`src/hdl/busy_pin_map.svh`:
```
`ifndef BUSY_PIN_MAP_SVH
`define BUSY_PIN_MAP_SVH
// ----------------------------------------
// Register offsets
// ----------------------------------------
`define PIN_CFG_OFS 4'h0
`define PIN_TMO_OFS 4'h1
`define PIN_CTL_OFS 4'h2
// ----------------------------------------
// Field positions of the configuration byte
// ----------------------------------------
`define CFG_FUNC_BIT 7
`define CFG_POL_BIT 6
`define CFG_ON_BIT 5
`define CFG_LOCK_BIT 4
`define CFG_RUN_BIT 3
`define CFG_HUND_BIT 2
`define CFG_MIN_BIT 1
`define CFG_DONE_BIT 0
// ----------------------------------------
// Reset values and ranges
// ----------------------------------------
`define CFG_RESET 8'h00
`define TMO_DEFAULT 8'h0A
`define TMO_MIN 8'h01
// ----------------------------------------
// Timing
// ----------------------------------------
`define CLK_HZ 40000000
`define SEC_PER_MIN 60
`define SEC_PER_HUND 100
`endif

```
`src/hdl/busy_pin_pkg.sv`:
```
package busy_pin_pkg;
  // Timeout unit as picked by the two select bits
  typedef enum logic [1:0] {
    UNIT_SEC,
    UNIT_MIN,
    UNIT_HUND
  } unit_t;
endpackage

```
`src/hdl/output_busy_pin.sv`:
```
// The strobed register port and the register addresses were left to the implementer.
`include "busy_pin_map.svh"
module output_busy_pin #(
  parameter int unsigned CLK_HZ = `CLK_HZ
) (
  // Clock and reset
  input wire logic ref_clk_i,
  input wire logic rst_n_i,
  // Register port
  input wire logic [3:0] addr_i,
  input wire logic [7:0] wdata_i,
  input wire logic wr_i,
  input wire logic rd_i,
  output logic [7:0] rdata_o,
  // Unit status
  input wire logic busy_i,
  input wire logic xon_xoff_en_i,
  // Pin
  output logic pin_o
);

  // ----------------------------------------
  // State
  // ----------------------------------------
  typedef struct packed {
    logic [7:0] cfg;
    logic [7:0] tmo;
    logic [7:0] left;
    logic [7:0] unit_sec;
    logic [31:0] presc;
    logic [7:0] rdata;
    logic pin;
  } state_t;

  state_t s_r;
  state_t s_nxt;
  busy_pin_pkg::unit_t unit;
  logic active;
  logic sec_tick;
  logic unit_tick;

  // ----------------------------------------
  // Timeout unit and enables
  // ----------------------------------------

  // Unit decode; hundreds wins if both bits set
  always_comb begin
    if (s_r.cfg[`CFG_HUND_BIT]) begin
      unit = busy_pin_pkg::UNIT_HUND;
    end else if (s_r.cfg[`CFG_MIN_BIT]) begin
      unit = busy_pin_pkg::UNIT_MIN;
    end else begin
      unit = busy_pin_pkg::UNIT_SEC;
    end
  end

  // Timeout counts only in output mode while running
  assign active = s_r.cfg[`CFG_FUNC_BIT] && s_r.cfg[`CFG_RUN_BIT];
  assign sec_tick = active && (s_r.presc == CLK_HZ - 1);
  assign unit_tick = sec_tick && (s_r.unit_sec == 8'h00);

  // ----------------------------------------
  // Next state
  // ----------------------------------------
  always_comb begin
    logic lvl;
    lvl = 1'b0;
    s_nxt = s_r;
    s_nxt.rdata = 8'h00;
    // Prescaler to one-second enable
    if (!active) begin
      s_nxt.presc = 32'h0000_0000;
    end else if (sec_tick) begin
      s_nxt.presc = 32'h0000_0000;
    end else begin
      s_nxt.presc = s_r.presc + 32'h0000_0001;
    end
    // Seconds within one timeout unit
    if (sec_tick) begin
      if (s_r.unit_sec == 8'h00) begin
        case (unit)
          busy_pin_pkg::UNIT_MIN: s_nxt.unit_sec = 8'(`SEC_PER_MIN - 1);
          busy_pin_pkg::UNIT_HUND: s_nxt.unit_sec = 8'(`SEC_PER_HUND - 1);
          default: s_nxt.unit_sec = 8'h00;
        endcase
      end else begin
        s_nxt.unit_sec = s_r.unit_sec - 8'h01;
      end
    end
    // Remaining units; expiry turns output off and halts
    if (unit_tick && s_r.left != 8'h00) begin
      s_nxt.left = s_r.left - 8'h01;
      if (s_r.left == 8'h01) begin
        s_nxt.cfg[`CFG_DONE_BIT] = 1'b1;
        s_nxt.cfg[`CFG_RUN_BIT] = 1'b0;
        s_nxt.cfg[`CFG_ON_BIT] = 1'b0;
      end
    end
    // Register writes
    if (wr_i) begin
      case (addr_i)
        `PIN_CFG_OFS: begin
          // Busy mode refused while XON/XOFF on
          s_nxt.cfg[7:1] = wdata_i[7:1];
          if (xon_xoff_en_i) begin
            s_nxt.cfg[`CFG_FUNC_BIT] = 1'b1;
          end
          if (wdata_i[`CFG_RUN_BIT] && !s_r.cfg[`CFG_RUN_BIT]) begin
            s_nxt.left = s_r.tmo;
            // First unit runs its full length, not a single second
            if (wdata_i[`CFG_HUND_BIT]) begin
              s_nxt.unit_sec = 8'(`SEC_PER_HUND - 1);
            end else if (wdata_i[`CFG_MIN_BIT]) begin
              s_nxt.unit_sec = 8'(`SEC_PER_MIN - 1);
            end else begin
              s_nxt.unit_sec = 8'h00;
            end
            s_nxt.presc = 32'h0000_0000;
            s_nxt.cfg[`CFG_DONE_BIT] = 1'b0;
          end
        end
        `PIN_TMO_OFS: begin
          if (wdata_i >= `TMO_MIN) begin
            s_nxt.tmo = wdata_i;
          end
        end
        default: begin
        end
      endcase
    end
    // XON/XOFF turned on forces output mode
    if (xon_xoff_en_i) begin
      s_nxt.cfg[`CFG_FUNC_BIT] = 1'b1;
    end
    // Register reads
    if (rd_i) begin
      case (addr_i)
        `PIN_CFG_OFS: s_nxt.rdata = s_r.cfg;
        `PIN_TMO_OFS: s_nxt.rdata = s_r.tmo;
        `PIN_CTL_OFS: s_nxt.rdata = s_r.left;
        default: s_nxt.rdata = 8'h00;
      endcase
    end
    // Pin level: logical state, then polarity
    if (s_r.cfg[`CFG_FUNC_BIT]) begin
      lvl = s_r.cfg[`CFG_ON_BIT];
    end else begin
      lvl = busy_i && !xon_xoff_en_i;
    end
    s_nxt.pin = s_r.cfg[`CFG_POL_BIT] ? lvl : !lvl;
  end

  // ----------------------------------------
  // Registers
  // ----------------------------------------
  always_ff @(posedge ref_clk_i) begin
    if (!rst_n_i) begin
      s_r <= '0;
      s_r.cfg <= `CFG_RESET;
      s_r.tmo <= `TMO_DEFAULT;
      s_r.pin <= 1'b1;
    end else begin
      s_r <= s_nxt;
    end
  end

  assign rdata_o = s_r.rdata;
  assign pin_o = s_r.pin;
endmodule // output_busy_pin

```
`config.mk`:
```
export PLATFORM = sky130hd
export DESIGN_NAME = output_busy_pin
export DESIGN_NICKNAME = d
export VERILOG_FILES = /design/src/hdl/busy_pin_pkg.sv /design/src/hdl/output_busy_pin.sv
export VERILOG_INCLUDE_DIRS = /design/src /design/src/hdl
export SDC_FILE = /design/constraint.sdc
export NUM_CORES = 1
export LEC_CHECK = 0
export ABC_AREA = 0
export BUFFER_PORTS_ARGS = -buffer_cell sky130_fd_sc_hd__buf_2
export CAP_MARGIN = 10
export CORE_MARGIN = 1
export CORE_UTILIZATION = 50
export CTS_BUF_LIST = sky130_fd_sc_hd__clkbuf_8
export DETAILED_ROUTE_END_ITERATION = 10
export PLACE_DENSITY = 0.8
export SKIP_LAST_GASP = 1
export SYNTH_ARGS = -nofsm -noshare
export SYNTH_HDL_FRONTEND = slang
export SYNTH_SLANG_ARGS = --single-unit
```
`constraint.sdc`:
```
create_clock -name ref_clk_i -period 2.75 [get_ports ref_clk_i]
set_clock_uncertainty 0.2 [all_clocks]
set_input_delay 0.4125 -clock ref_clk_i [delete_from_list [all_inputs] [get_ports ref_clk_i]]
set_output_delay 0.4125 -clock ref_clk_i [all_outputs]
set_load 0.02 [all_outputs]
```
After elaboration in Yosys (flattened, before gate mapping)

Cells that the tools add are included.

Register bits after elaboration: 73
Bits of input ports: 18
Logic and storage cells: 65

Equality and inequality tests: 6
Order comparisons: 1
Add/sub/neg operators: 3
Reductions and logical operators: 18
Mux-type cells: 28

Operators with widths:

| cell                    | count |
|---|---|
| $mux W48                | 2 |
| $mux W32                | 2 |
| $mux W64                | 1 |
| $mux W8                 | 7 |
| $add A32 B1 Y32 const B | 1 |
| $eq A32 B26 Y1 const B  | 1 |
| $pmux W8 S3             | 1 |
| $sub A8 B1 Y8 const B   | 2 |
| $pmux W7 S2             | 1 |
| $mux W1                 | 12 |
| $eq A8 B1 Y1 const B    | 1 |
| $ge A8 B1 Y1 const B    | 1 |
| $logic_not A8 Y1        | 1 |
| $reduce_bool A8 Y1      | 1 |
| $logic_and A1 B1 Y1     | 6 |
| $mux W6                 | 1 |
| $reduce_and A2 Y1       | 3 |
| $eq A4 B1 Y1 const B    | 1 |
| $eq A4 B2 Y1 const B    | 1 |
| $logic_not A4 Y1        | 1 |
| $reduce_bool A2 Y1      | 2 |
| $logic_not A1 Y1        | 3 |
| $reduce_and A3 Y1       | 1 |
| $eq A2 B1 Y1 const B    | 1 |
| 2 further kinds         | 2 |

Depth between registers and ports, before layout

Gate-level depths: netlist of the first run.

Word-level depth: 10
Depth in mapped cells: 8
Depth with buffers taken out: 8

Worst setup path before layout of the first run

Ideal clock, no wire load.

Path type: register to register
Start: register s_r[41] in the netlist's numbering
End: register s_r[56] in the netlist's numbering
Stages on the path, launching flop included: 9
Setup time: 131 ps
Clock period less this slack: 2230 ps
Data arrival time: 1898 ps
Path slack: 520 ps
Buffers on the path: 0
Data required time: 2419 ps
Path through: dfxtp_1 -> inv_1 -> ha_1 -> or4b_4 -> or2_4 -> nor4_4 -> and4b_1 -> xnor2_1 -> a21oi_1

Cells in the longest elaborated chain, start to end: 7

Ends and longest elaborated chain:

| what                     | line                   | RTL |
|---|---|---|
| start: declaration       | output_busy_pin.sv:35  | `state_t s_r;` |
| start signal: assignment | output_busy_pin.sv:163 | `s_r <= s_nxt;` |
| $logic_not A8 Y1 (*)     | output_busy_pin.sv:60  | `assign unit_tick = sec_tick && (s_r.unit_sec == 8'h00);` |
| $logic_and A1 B1 Y1 (*)  | output_busy_pin.sv:60  |  |
| $logic_and A1 B1 Y1 (*)  | output_busy_pin.sv:91  | `if (unit_tick && s_r.left != 8'h00) begin` |
| $mux W8 (*)              | output_busy_pin.sv:91  |  |
| $mux W48                 | output_busy_pin.sv:108 | `` if (wdata_i[`CFG_RUN_BIT] && !s_r.cfg[`CFG_RUN_BIT]) begin `` |
| $mux W48                 | output_busy_pin.sv:101 | `case (addr_i)` |
| $mux W64 (*)             | output_busy_pin.sv:100 | `if (wr_i) begin` |

Mark *: on every way between the ends. The rest lies on a longest branch, timed or not. The select of a mux whose other input is x is not followed.
A chain may end at the register's enable or synchronous reset.

Worst setup path in the final report of the first run

Start: register s_r[9] in the netlist's numbering
End: register s_r[45] in the netlist's numbering

Cells in the longest elaborated chain, start to end: 6

Ends and longest elaborated chain:

| what                    | line                   | RTL |
|---|---|---|
| $eq A32 B26 Y1 (*)      | output_busy_pin.sv:59  | `assign sec_tick = active && (s_r.presc == CLK_HZ - 1);` |
| $logic_and A1 B1 Y1 (*) | output_busy_pin.sv:59  |  |
| $mux W8 (*)             | output_busy_pin.sv:79  | `if (sec_tick) begin` |
| $mux W48                | output_busy_pin.sv:108 |  |
| $mux W48                | output_busy_pin.sv:101 |  |
| $mux W64 (*)            | output_busy_pin.sv:100 |  |

Marks and branches as above.

==> impl_metrics.yaml, run 1 <==
timing:
  fmax_mhz: 394
  fin_crit_sh: 0.924
  slew_viol_final: 0
  hold_violations: 0
  tightest_slew_ps: 478
  min_period_ps: 2540
  setup_violations: 0
  hold_ws_ps: 92.6
  rsz0062_at_grt: "no"
  tns_ps: 0
  relSlewSlack: 0.677
floorplanning:
  core-area_um2: 6790
  die_height_um: 85.9
  io_pins: 27
  std_cell_rows: 30
  dieArea_um2: 7370
  start_util: 0.518
  fp.dieW_um: 85.9
outcome:
  status: "complete, no violations"
layout:
  syn2layout_area_growth_pct: 11.4
  drive_gt1_frac: 0.135
  layout_commonest_cell: "dfxtp_1"
  diodes: 0
  layout.nets: 463
  mostFrequentLayoutCells: "dfxtp_1 (73), nor2_1 (64), nand2_1 (37), buf_2 (26), a21oi_1 (25)"
cts:
  insertion_delay_ps: 340
  cts-root-buf: "clkbuf_8"
  ctsHoldBuffers: 0
  cts_buffers: 9
  cts_tree: "yes"
  cts_max_level: 3
  clk_pin_slew_worst_paths_ps: 80
  post-cts-setup-buffers: 0
  clockBufferDepth: 2
  cts_resized: 0
  clock_sinks: 73
synth:
  synth_cell_types: 45
  netlist_area_um2: 3520
  syn_inst: 417
  yosys_most_used_dff: "dfxtp_1"
  ys_async_sr_fraction: 0
  synth.avg_cell_area_um2: 8.43
  yosysSeqAreaShare: 0.416
  synth.yosys.warnings: 0
  synth_nets: 440
  synth-edff-count: 0
  ys_ff_latch: 73
power_and_ir_drop:
  leakage_uw: 0.00141
  ir_worst_vdd_mv: 0.375
  p_per_area_nw_per_um2: 507
  p_total_uw: 1990
grt:
  grt_overflow_total: 0
  track_usage: 0.208
  grt_pass1_vias: 2768
  antenna_found_initial: 0
  grt_max_degree: 33
  grt_pass1_wl_um: 12200
placement:
  place_congestion: 0.853
  hpwl_um: 5140
  portBuffers: 26
hold_path:
  hold_depth: 2
  hold_end: "s_r[72]"
  hold_class: "in2reg"
  hp-start: "xon_xoff_en_i"
setup_path:
  worstRegToRegCells: 6
  timing.rr.start: "s_r[9]"
  reg2reg_to: "s_r[45]"
  critPathKind: "reg2reg"
  cp-end-kind: "register"
  cp.required_ps: 2820
  crit_path_start_kind: "register"
  reg2reg_slack_ps: 210
  path_max_fanout: 11
  crit_arrival_ps: 2610
route:
  vias_per_cell: 5.34
  drtIter0Drc: 142
  ant_nets: 0
  drt_wl_total_um: 7060
  wl_per_cell_um: 13.0
  drtPass1Iterations: 4
  vias: 2890
  drcViolationCount: 0
flow_run:
  max_cap_violations: 0
## worst max-delay path by stage
stage                 start      end  slack, ps
finish               s_r[9]  s_r[45]        210
global route         s_r[9]  s_r[50]         50
CTS                  s_r[9]  s_r[45]        200
detailed placement   s_r[9]  s_r[45]        200
global placement     s_r[9]  s_r[45]        320
floorplan           s_r[41]  s_r[56]        520
## cells in the mapped netlist, types with 6 or more instances
library cell   n  share of area
mux2i_1       16          0.046
nor2b_1       10          0.018
nand4_1        8          0.014
dfxtp_1       73           0.42
o21ai_0       21          0.030
a21oi_1       25          0.036
and3_1         6          0.011
inv_1          7         0.0075
nor3_1        10          0.014
or3_1          7          0.012
nand2_1       37          0.039
a21boi_0       7          0.015
nand3_1       19          0.027
xnor2_1       16          0.040
xor2_1        18          0.045
buf_4          8          0.017
nor2_1        64          0.068
clkbuf_1      10          0.011
## worst max-delay path: stages (launching register included)
cell and delay, ps:
dfxtp_1 370, ha_1 220, nand3_1 130, or3_4 450
nor3_4 440, or3b_2 480, a31oi_1 170
## state kept, by name, indices dropped and copies added, names as in the netlist
signal,cells
s_r,64
rdata_o,8
pin_o,1
## layout make-up
cell class / instances / area, um2
Sequential cell: 73 / 1460
Inverter: 7 / 26.3
Clock inverter: 7 / 70.1
Fill cell: 606 / 2880
Tap cell: 96 / 120
Clock buffer: 9 / 124
Multi-Input combinational cell: 314 / 1910
Timing Repair Buffer: 35 / 210
## logic make-up after synthesis
| group | share of synthesized area |
|---|---|
| and+or+nand+nor | 0.289 |
| DFF | 0.416 |
| AOI/OAI and AO/OA | 0.0989 |
| xor gates and xnor gates | 0.0847 |
| buffers and inverters | 0.0423 |
| muxes | 0.0519 |
| adders and majority gates | 0.0178 |
## through the flow
stage / util / setup WS (ps) / cells / cell area, um2
after global routing: 0.577 / 52.6 / 541 / 3920
after global placement: 0.548 / 317 / 525 / 3720
after CTS: 0.577 / 196 / 541 / 3920
after floorplan: - / 520 / 417 / 3520
final: 0.577 / 210 / 541 / 3920
after detailed placement: 0.548 / 202 / 525 / 3720
## power by group
group | switching, uW | internal [uW]
combinational | 55.3 | 39.6
clock | 404 | 419
sequential | 7.04 | 1060
total | 466 | 1520
## per-layer routing
metal | track usage | routed length [um] | up-vias
li1 | - | - | 1480
met1 | 0.261 | 3300 | 1365
met2 | 0.351 | 3440 | 36
met3 | 0.0558 | 226 | 9
met4 | 0.0576 | 91 | 0
met5 | 0 | 0 | -
Note: power is estimated with default switching activity, not from simulation.
==> inputs of run 2 (changes only) <==
PLACE_DENSITY = 0.68   (was 0.8)
==> run 2 against run 1 <==
Effect of this change: largest cell class unchanged; power increased by 6.9%; global-route usage up 0.18 points; largest power group unchanged; critical endpoint unchanged; critical path depth unchanged; via count up 1.4%; utilization rose by 0.63 points.
==> impl_metrics.yaml, run 2 (same netlist as run 1, synthesis figures left out) <==
cts:
  cts_max_level: 3
  clock_sinks: 73
  cts_tree: "yes"
  clk_pin_slew_worst_paths_ps: 80
  ctsHoldBuffers: 0
  post-cts-setup-buffers: 0
  cts_buffers: 9
  clockBufferDepth: 2
  insertion_delay_ps: 340
  cts-root-buf: "clkbuf_8"
  cts_resized: 0
flow_run:
  max_cap_violations: 0
route:
  wl_per_cell_um: 13.5
  vias_per_cell: 5.41
  drtPass1Iterations: 4
  drcViolationCount: 0
  drtIter0Drc: 175
  vias: 2930
  drt_wl_total_um: 7300
  ant_nets: 0
grt:
  antenna_found_initial: 0
  grt_overflow_total: 0
  track_usage: 0.210
  grt_max_degree: 33
  grt_pass1_wl_um: 12300
  grt_pass1_vias: 2668
floorplanning:
  start_util: 0.518
  fp.dieW_um: 85.9
  core-area_um2: 6790
  std_cell_rows: 30
  io_pins: 27
  die_height_um: 85.9
  dieArea_um2: 7370
setup_path:
  path_max_fanout: 10
  crit_path_start_kind: "register"
  cp.required_ps: 2810
  critPathKind: "reg2reg"
  crit_arrival_ps: 2580
  cp-end-kind: "register"
timing:
  tightest_slew_ps: 559
  tns_ps: 0
  setup_violations: 0
  rsz0062_at_grt: "no"
  slew_viol_final: 0
  fin_crit_sh: 0.914
  hold_violations: 0
  fmax_mhz: 398
  relSlewSlack: 0.625
  min_period_ps: 2510
  hold_ws_ps: 112
layout:
  largest_reg_flops: 64
  mostFrequentLayoutCells: "dfxtp_1 (73), nor2_1 (64), nand2_1 (37), buf_2 (26), a21oi_1 (25)"
  diodes: 0
  syn2layout_area_growth_pct: 12.6
  layout.nets: 464
  regMostFlops: "s_r"
  drive_gt1_frac: 0.137
  fillers: 612
  layout_commonest_cell: "dfxtp_1"
power_and_ir_drop:
  internal-power_uw: 1640
  p_per_area_nw_per_um2: 536
  power_frac_seq: 0.504
  pwr-share-clk: 0.450
  sw_frac_of_total: 0.227
  switching_power_uw: 482
  leakage_uw: 0.00143
  p_comb_frac: 0.046
  ir_worst_vdd_mv: 0.325
outcome:
  status: "complete, no violations"
placement:
  portBuffers: 26
  hpwl_um: 5220
  place_congestion: 0.875
hold_path:
  hold_class: "in2reg"
[run 2: changes by cell type in the layout (fill, tap and decap cells not counted)]
| cell | delta |
|---|---|
| buf_4 | +1 |
| bufinv_16 | +1 |
| clkbuf_8 | +1 |
| clkinv_2 | -2 |
| clkinv_4 | +2 |
| clkinvlp_4 | -1 |
| inv_6 | -1 |
[run 2: layout make-up]
cell class / count / area, um2 / area share
Multi-Input combinational cell: 314 / 1910 / 0.481
Sequential cell: 73 / 1460 / 0.369
Timing Repair Buffer: 36 / 218 / 0.0550
Clock buffer: 10 / 138 / 0.0347
Tap cell: 96 / 120 / 0.0303
Clock inverter: 6 / 91.3 / 0.0231
Inverter: 7 / 26.3 / 0.00663
[run 2: power by group through the flow]
stage,combinational [uW],clock [uW],sequential [uW]
CTS,96.9,974,1070
detailed placement,96.0,0,1100
floorplan,59.7,0,1090
global placement,94.8,0,1100
global route,107,1010,1070
finish,97.4,957,1070
[run 2: worst paths after layout]
path / start / to / slack (ps) / depth (start not counted)
setup / recovery: s_r[9] / s_r[45] / 240 / 6
hold / removal: xon_xoff_en_i / s_r[72] / 110 / 2
setup reg to reg: s_r[9] / s_r[45] / 240 / 6
hold reg to reg: s_r[9] / s_r[9] / 260 / 1
[run 2: worst max-delay path: stages, from the launching register on]
cell and delay, ps:
dfxtp_1 370, ha_1 210, nand3_1 130, or3_4 450, nor3_4 410, or3b_2 480, a31oi_1 180
[run 2: metrics by stage]
stage	total power [uW]	instances	util	instance area, um2	setup slack, ps
after floorplan	1150	417	-	3520	520
after global placement	1190	526	0.549	3730	331
after detailed placement	1190	526	0.549	3730	264
after CTS	2140	542	0.583	3960	226
after global routing	2190	542	0.583	3960	66.6
final	2120	542	0.583	3960	238
[run 2: routing by layer]
layer  global-route usage  vias to the layer above  part of all wire
li1                     -                     1483                 -
met1                0.273                     1377              0.47
met2                0.346                       55              0.47
met3               0.0337                       15             0.030
met4               0.0879                        0             0.023
met5                    0                        -                 0
==> inputs of run 3 (changes only) <==
ABC_AREA = 1   (was 0)
GPL_ROUTABILITY_DRIVEN = 0   (was default)
==> run 3 against run 2 <==
Effect of this change: final area up 9.9%; sequential share of layout area is 3.3 points lower; via count increased by 28%; sequential power barely moved; flip-flop and latch count unchanged; fmax up 7.5%; utilization decreased by 2.0 points; die area rose by 13%; non-clock buffer count shrank 6; area after synthesis rose by 13%; critical path type unchanged.
==> impl_metrics.yaml, run 3 <==
outcome:
  status: "complete, no violations"
route:
  vias: 3765
  vias_per_cell: 5.19
  wl_per_cell_um: 12.9
  drtIter0Drc: 207
  ant_nets: 0
  drt_wl_total_um: 9360
  drtPass1Iterations: 4
  drcViolationCount: 0
grt:
  grt_overflow_total: 0
  grt_pass1_vias: 3565
  grt_max_degree: 20
  grt_pass1_wl_um: 16000
  antenna_found_initial: 0
  track_usage: 0.239
floorplanning:
  fp.dieW_um: 91.2
  std_cell_rows: 32
  die_height_um: 91.2
  start_util: 0.515
  core-area_um2: 7730
  dieArea_um2: 8320
  io_pins: 27
synth:
  synth_area_leaders: "dfxtp_1 (37%), nand2_1 (11%), inv_1 (8.6%)"
  netlist_area_um2: 3980
  synth_nets: 620
  ys_top_cells_by_count: "nand2_1 (114), inv_1 (91), nor2_1 (91)"
  synth_cell_types: 37
  synth_top_area_cell: "dfxtp_1"
  syn_inst: 597
  ys_ff_latch: 73
  synth_top_cell_area_share: 0.367
  synth.most_common_cell: "nand2_1"
  synth.yosys.warnings: 0
  ys_async_sr_fraction: 0
  synth-edff-count: 0
  yosysSeqAreaShare: 0.367
  yosys_most_used_dff: "dfxtp_1"
  synth.avg_cell_area_um2: 6.66
setup_path:
  crit_start: "s_r[41]"
  crit_arrival_ps: 2360
  critPathKind: "reg2reg"
  timing.rr.start: "s_r[41]"
  path_max_fanout: 9
  crit_path_start_kind: "register"
  cp.required_ps: 2780
  cp-end-kind: "register"
layout:
  design_area_um2: 4350
  mostFrequentLayoutCells: "nand2_1 (114), inv_1 (91), nor2_1 (91), dfxtp_1 (73), nand3_1 (50)"
  ff_latch_area_um2: 1460
  layout_commonest_cell: "nand2_1"
  largest_reg_flops: 64
  layout.nets: 642
  final_core_util: 0.563
  multiInputGateArea_um2: 2040
  syn2layout_area_growth_pct: 9.40
  stdcell_count: 726
  regMostFlops: "s_r"
  fillers: 748
  drive_gt1_frac: 0.106
  diodes: 0
timing:
  setup_violations: 0
  tightest_slew_ps: 565
  slew_viol_final: 0
  hold_ws_ps: 89.7
  hold_violations: 0
  relSlewSlack: 0.623
  tns_ps: 0
  min_period_ps: 2340
  fin_crit_sh: 0.850
  fmax_mhz: 428
  rsz0062_at_grt: "no"
cts:
  cts-root-buf: "clkbuf_8"
  cts_resized: 0
  insertion_delay_ps: 360
  post-cts-setup-buffers: 0
  cts_tree: "yes"
  clock_sinks: 73
  cts_buffers: 9
  cts_max_level: 3
  clockBufferDepth: 2
  clk_pin_slew_worst_paths_ps: 80
  ctsHoldBuffers: 0
power_and_ir_drop:
  leakage_uw: 0.00188
  ir_worst_vdd_mv: 0.296
  p_per_area_nw_per_um2: 472
hold_path:
  hold_class: "in2reg"
  hp-start: "xon_xoff_en_i"
placement:
  dpl_cell_area_um2: 4150
  hpwl_um: 7010
  portBuffers: 26
  dp.cells: 710
flow_run:
  max_cap_violations: 0
==> run 3: routing by layer <==
| metal | vias up | wire [um] | GRT usage |
|---|---|---|---|
| met5 | - | 0 | 0 |
| met4 | 0 | 213 | 0.0926 |
| met3 | 23 | 378 | 0.0343 |
| met2 | 107 | 4610 | 0.430 |
| met1 | 1688 | 4160 | 0.286 |
| li1 | 1947 | - | - |
==> run 3: layout make-up <==
type | instances | area share
multi-input cells | 410 | 0.469
flip-flops and latches | 73 | 0.336
inverters | 95 | 0.0819
repair buffers | 30 | 0.0368
clock buffers | 10 | 0.0316
well taps | 102 | 0.0293
clock inverters | 6 | 0.0152
==> run 3: worst max-delay path, stage by stage, from the launching register on <==
cell     delay, ps
dfxtp_1        330
inv_1           90
ha_1           180
nand2_1         70
nor2_1         120
nand2_1         90
nor2_1         360
inv_2          130
nor2_4         240
nand3_1        220
nand2_1        110
a21oi_1         60
==> run 3: through the flow <==
stage	setup slack (ps)	power, uW
final	413	2050
after global routing	267	2120
after CTS	423	2060
after detailed placement	371	1200
after global placement	450	1200
after floorplan	912	1160
==> run 3: cells by family (layout without fill, tap and decap cells) <==
| kind of cell | Yosys count | after routing | synth area share |
|---|---|---|---|
| XOR/XNOR | 18 | 18 | 0.0396 |
| flip-flops | 73 | 73 | 0.367 |
| AND/OR/NAND/NOR | 308 | 308 | 0.348 |
| adder cells (fa/ha/maj) | 5 | 5 | 0.0157 |
| buffers and inverters | 114 | 141 | 0.119 |
| AO/OA/AOI/OAI | 79 | 79 | 0.110 |
==> run 3: where the power goes <==
part | leakage (uW) | total [uW] | internal, uW | switching (uW)
clock network | 0.0000949 | 875 | 445 | 430
logic | 0.00120 | 106 | 34.9 | 71.5
registers | 0.000589 | 1070 | 1070 | 6.66
==> run 3: path summary, 6_finish.rpt <==
check        slack, ps  cells past startpoint  endpoint
max                410                     11   s_r[68]
min                 90                      3   s_r[72]
max reg2reg        410                     11   s_r[68]
min reg2reg        250                      1    s_r[9]
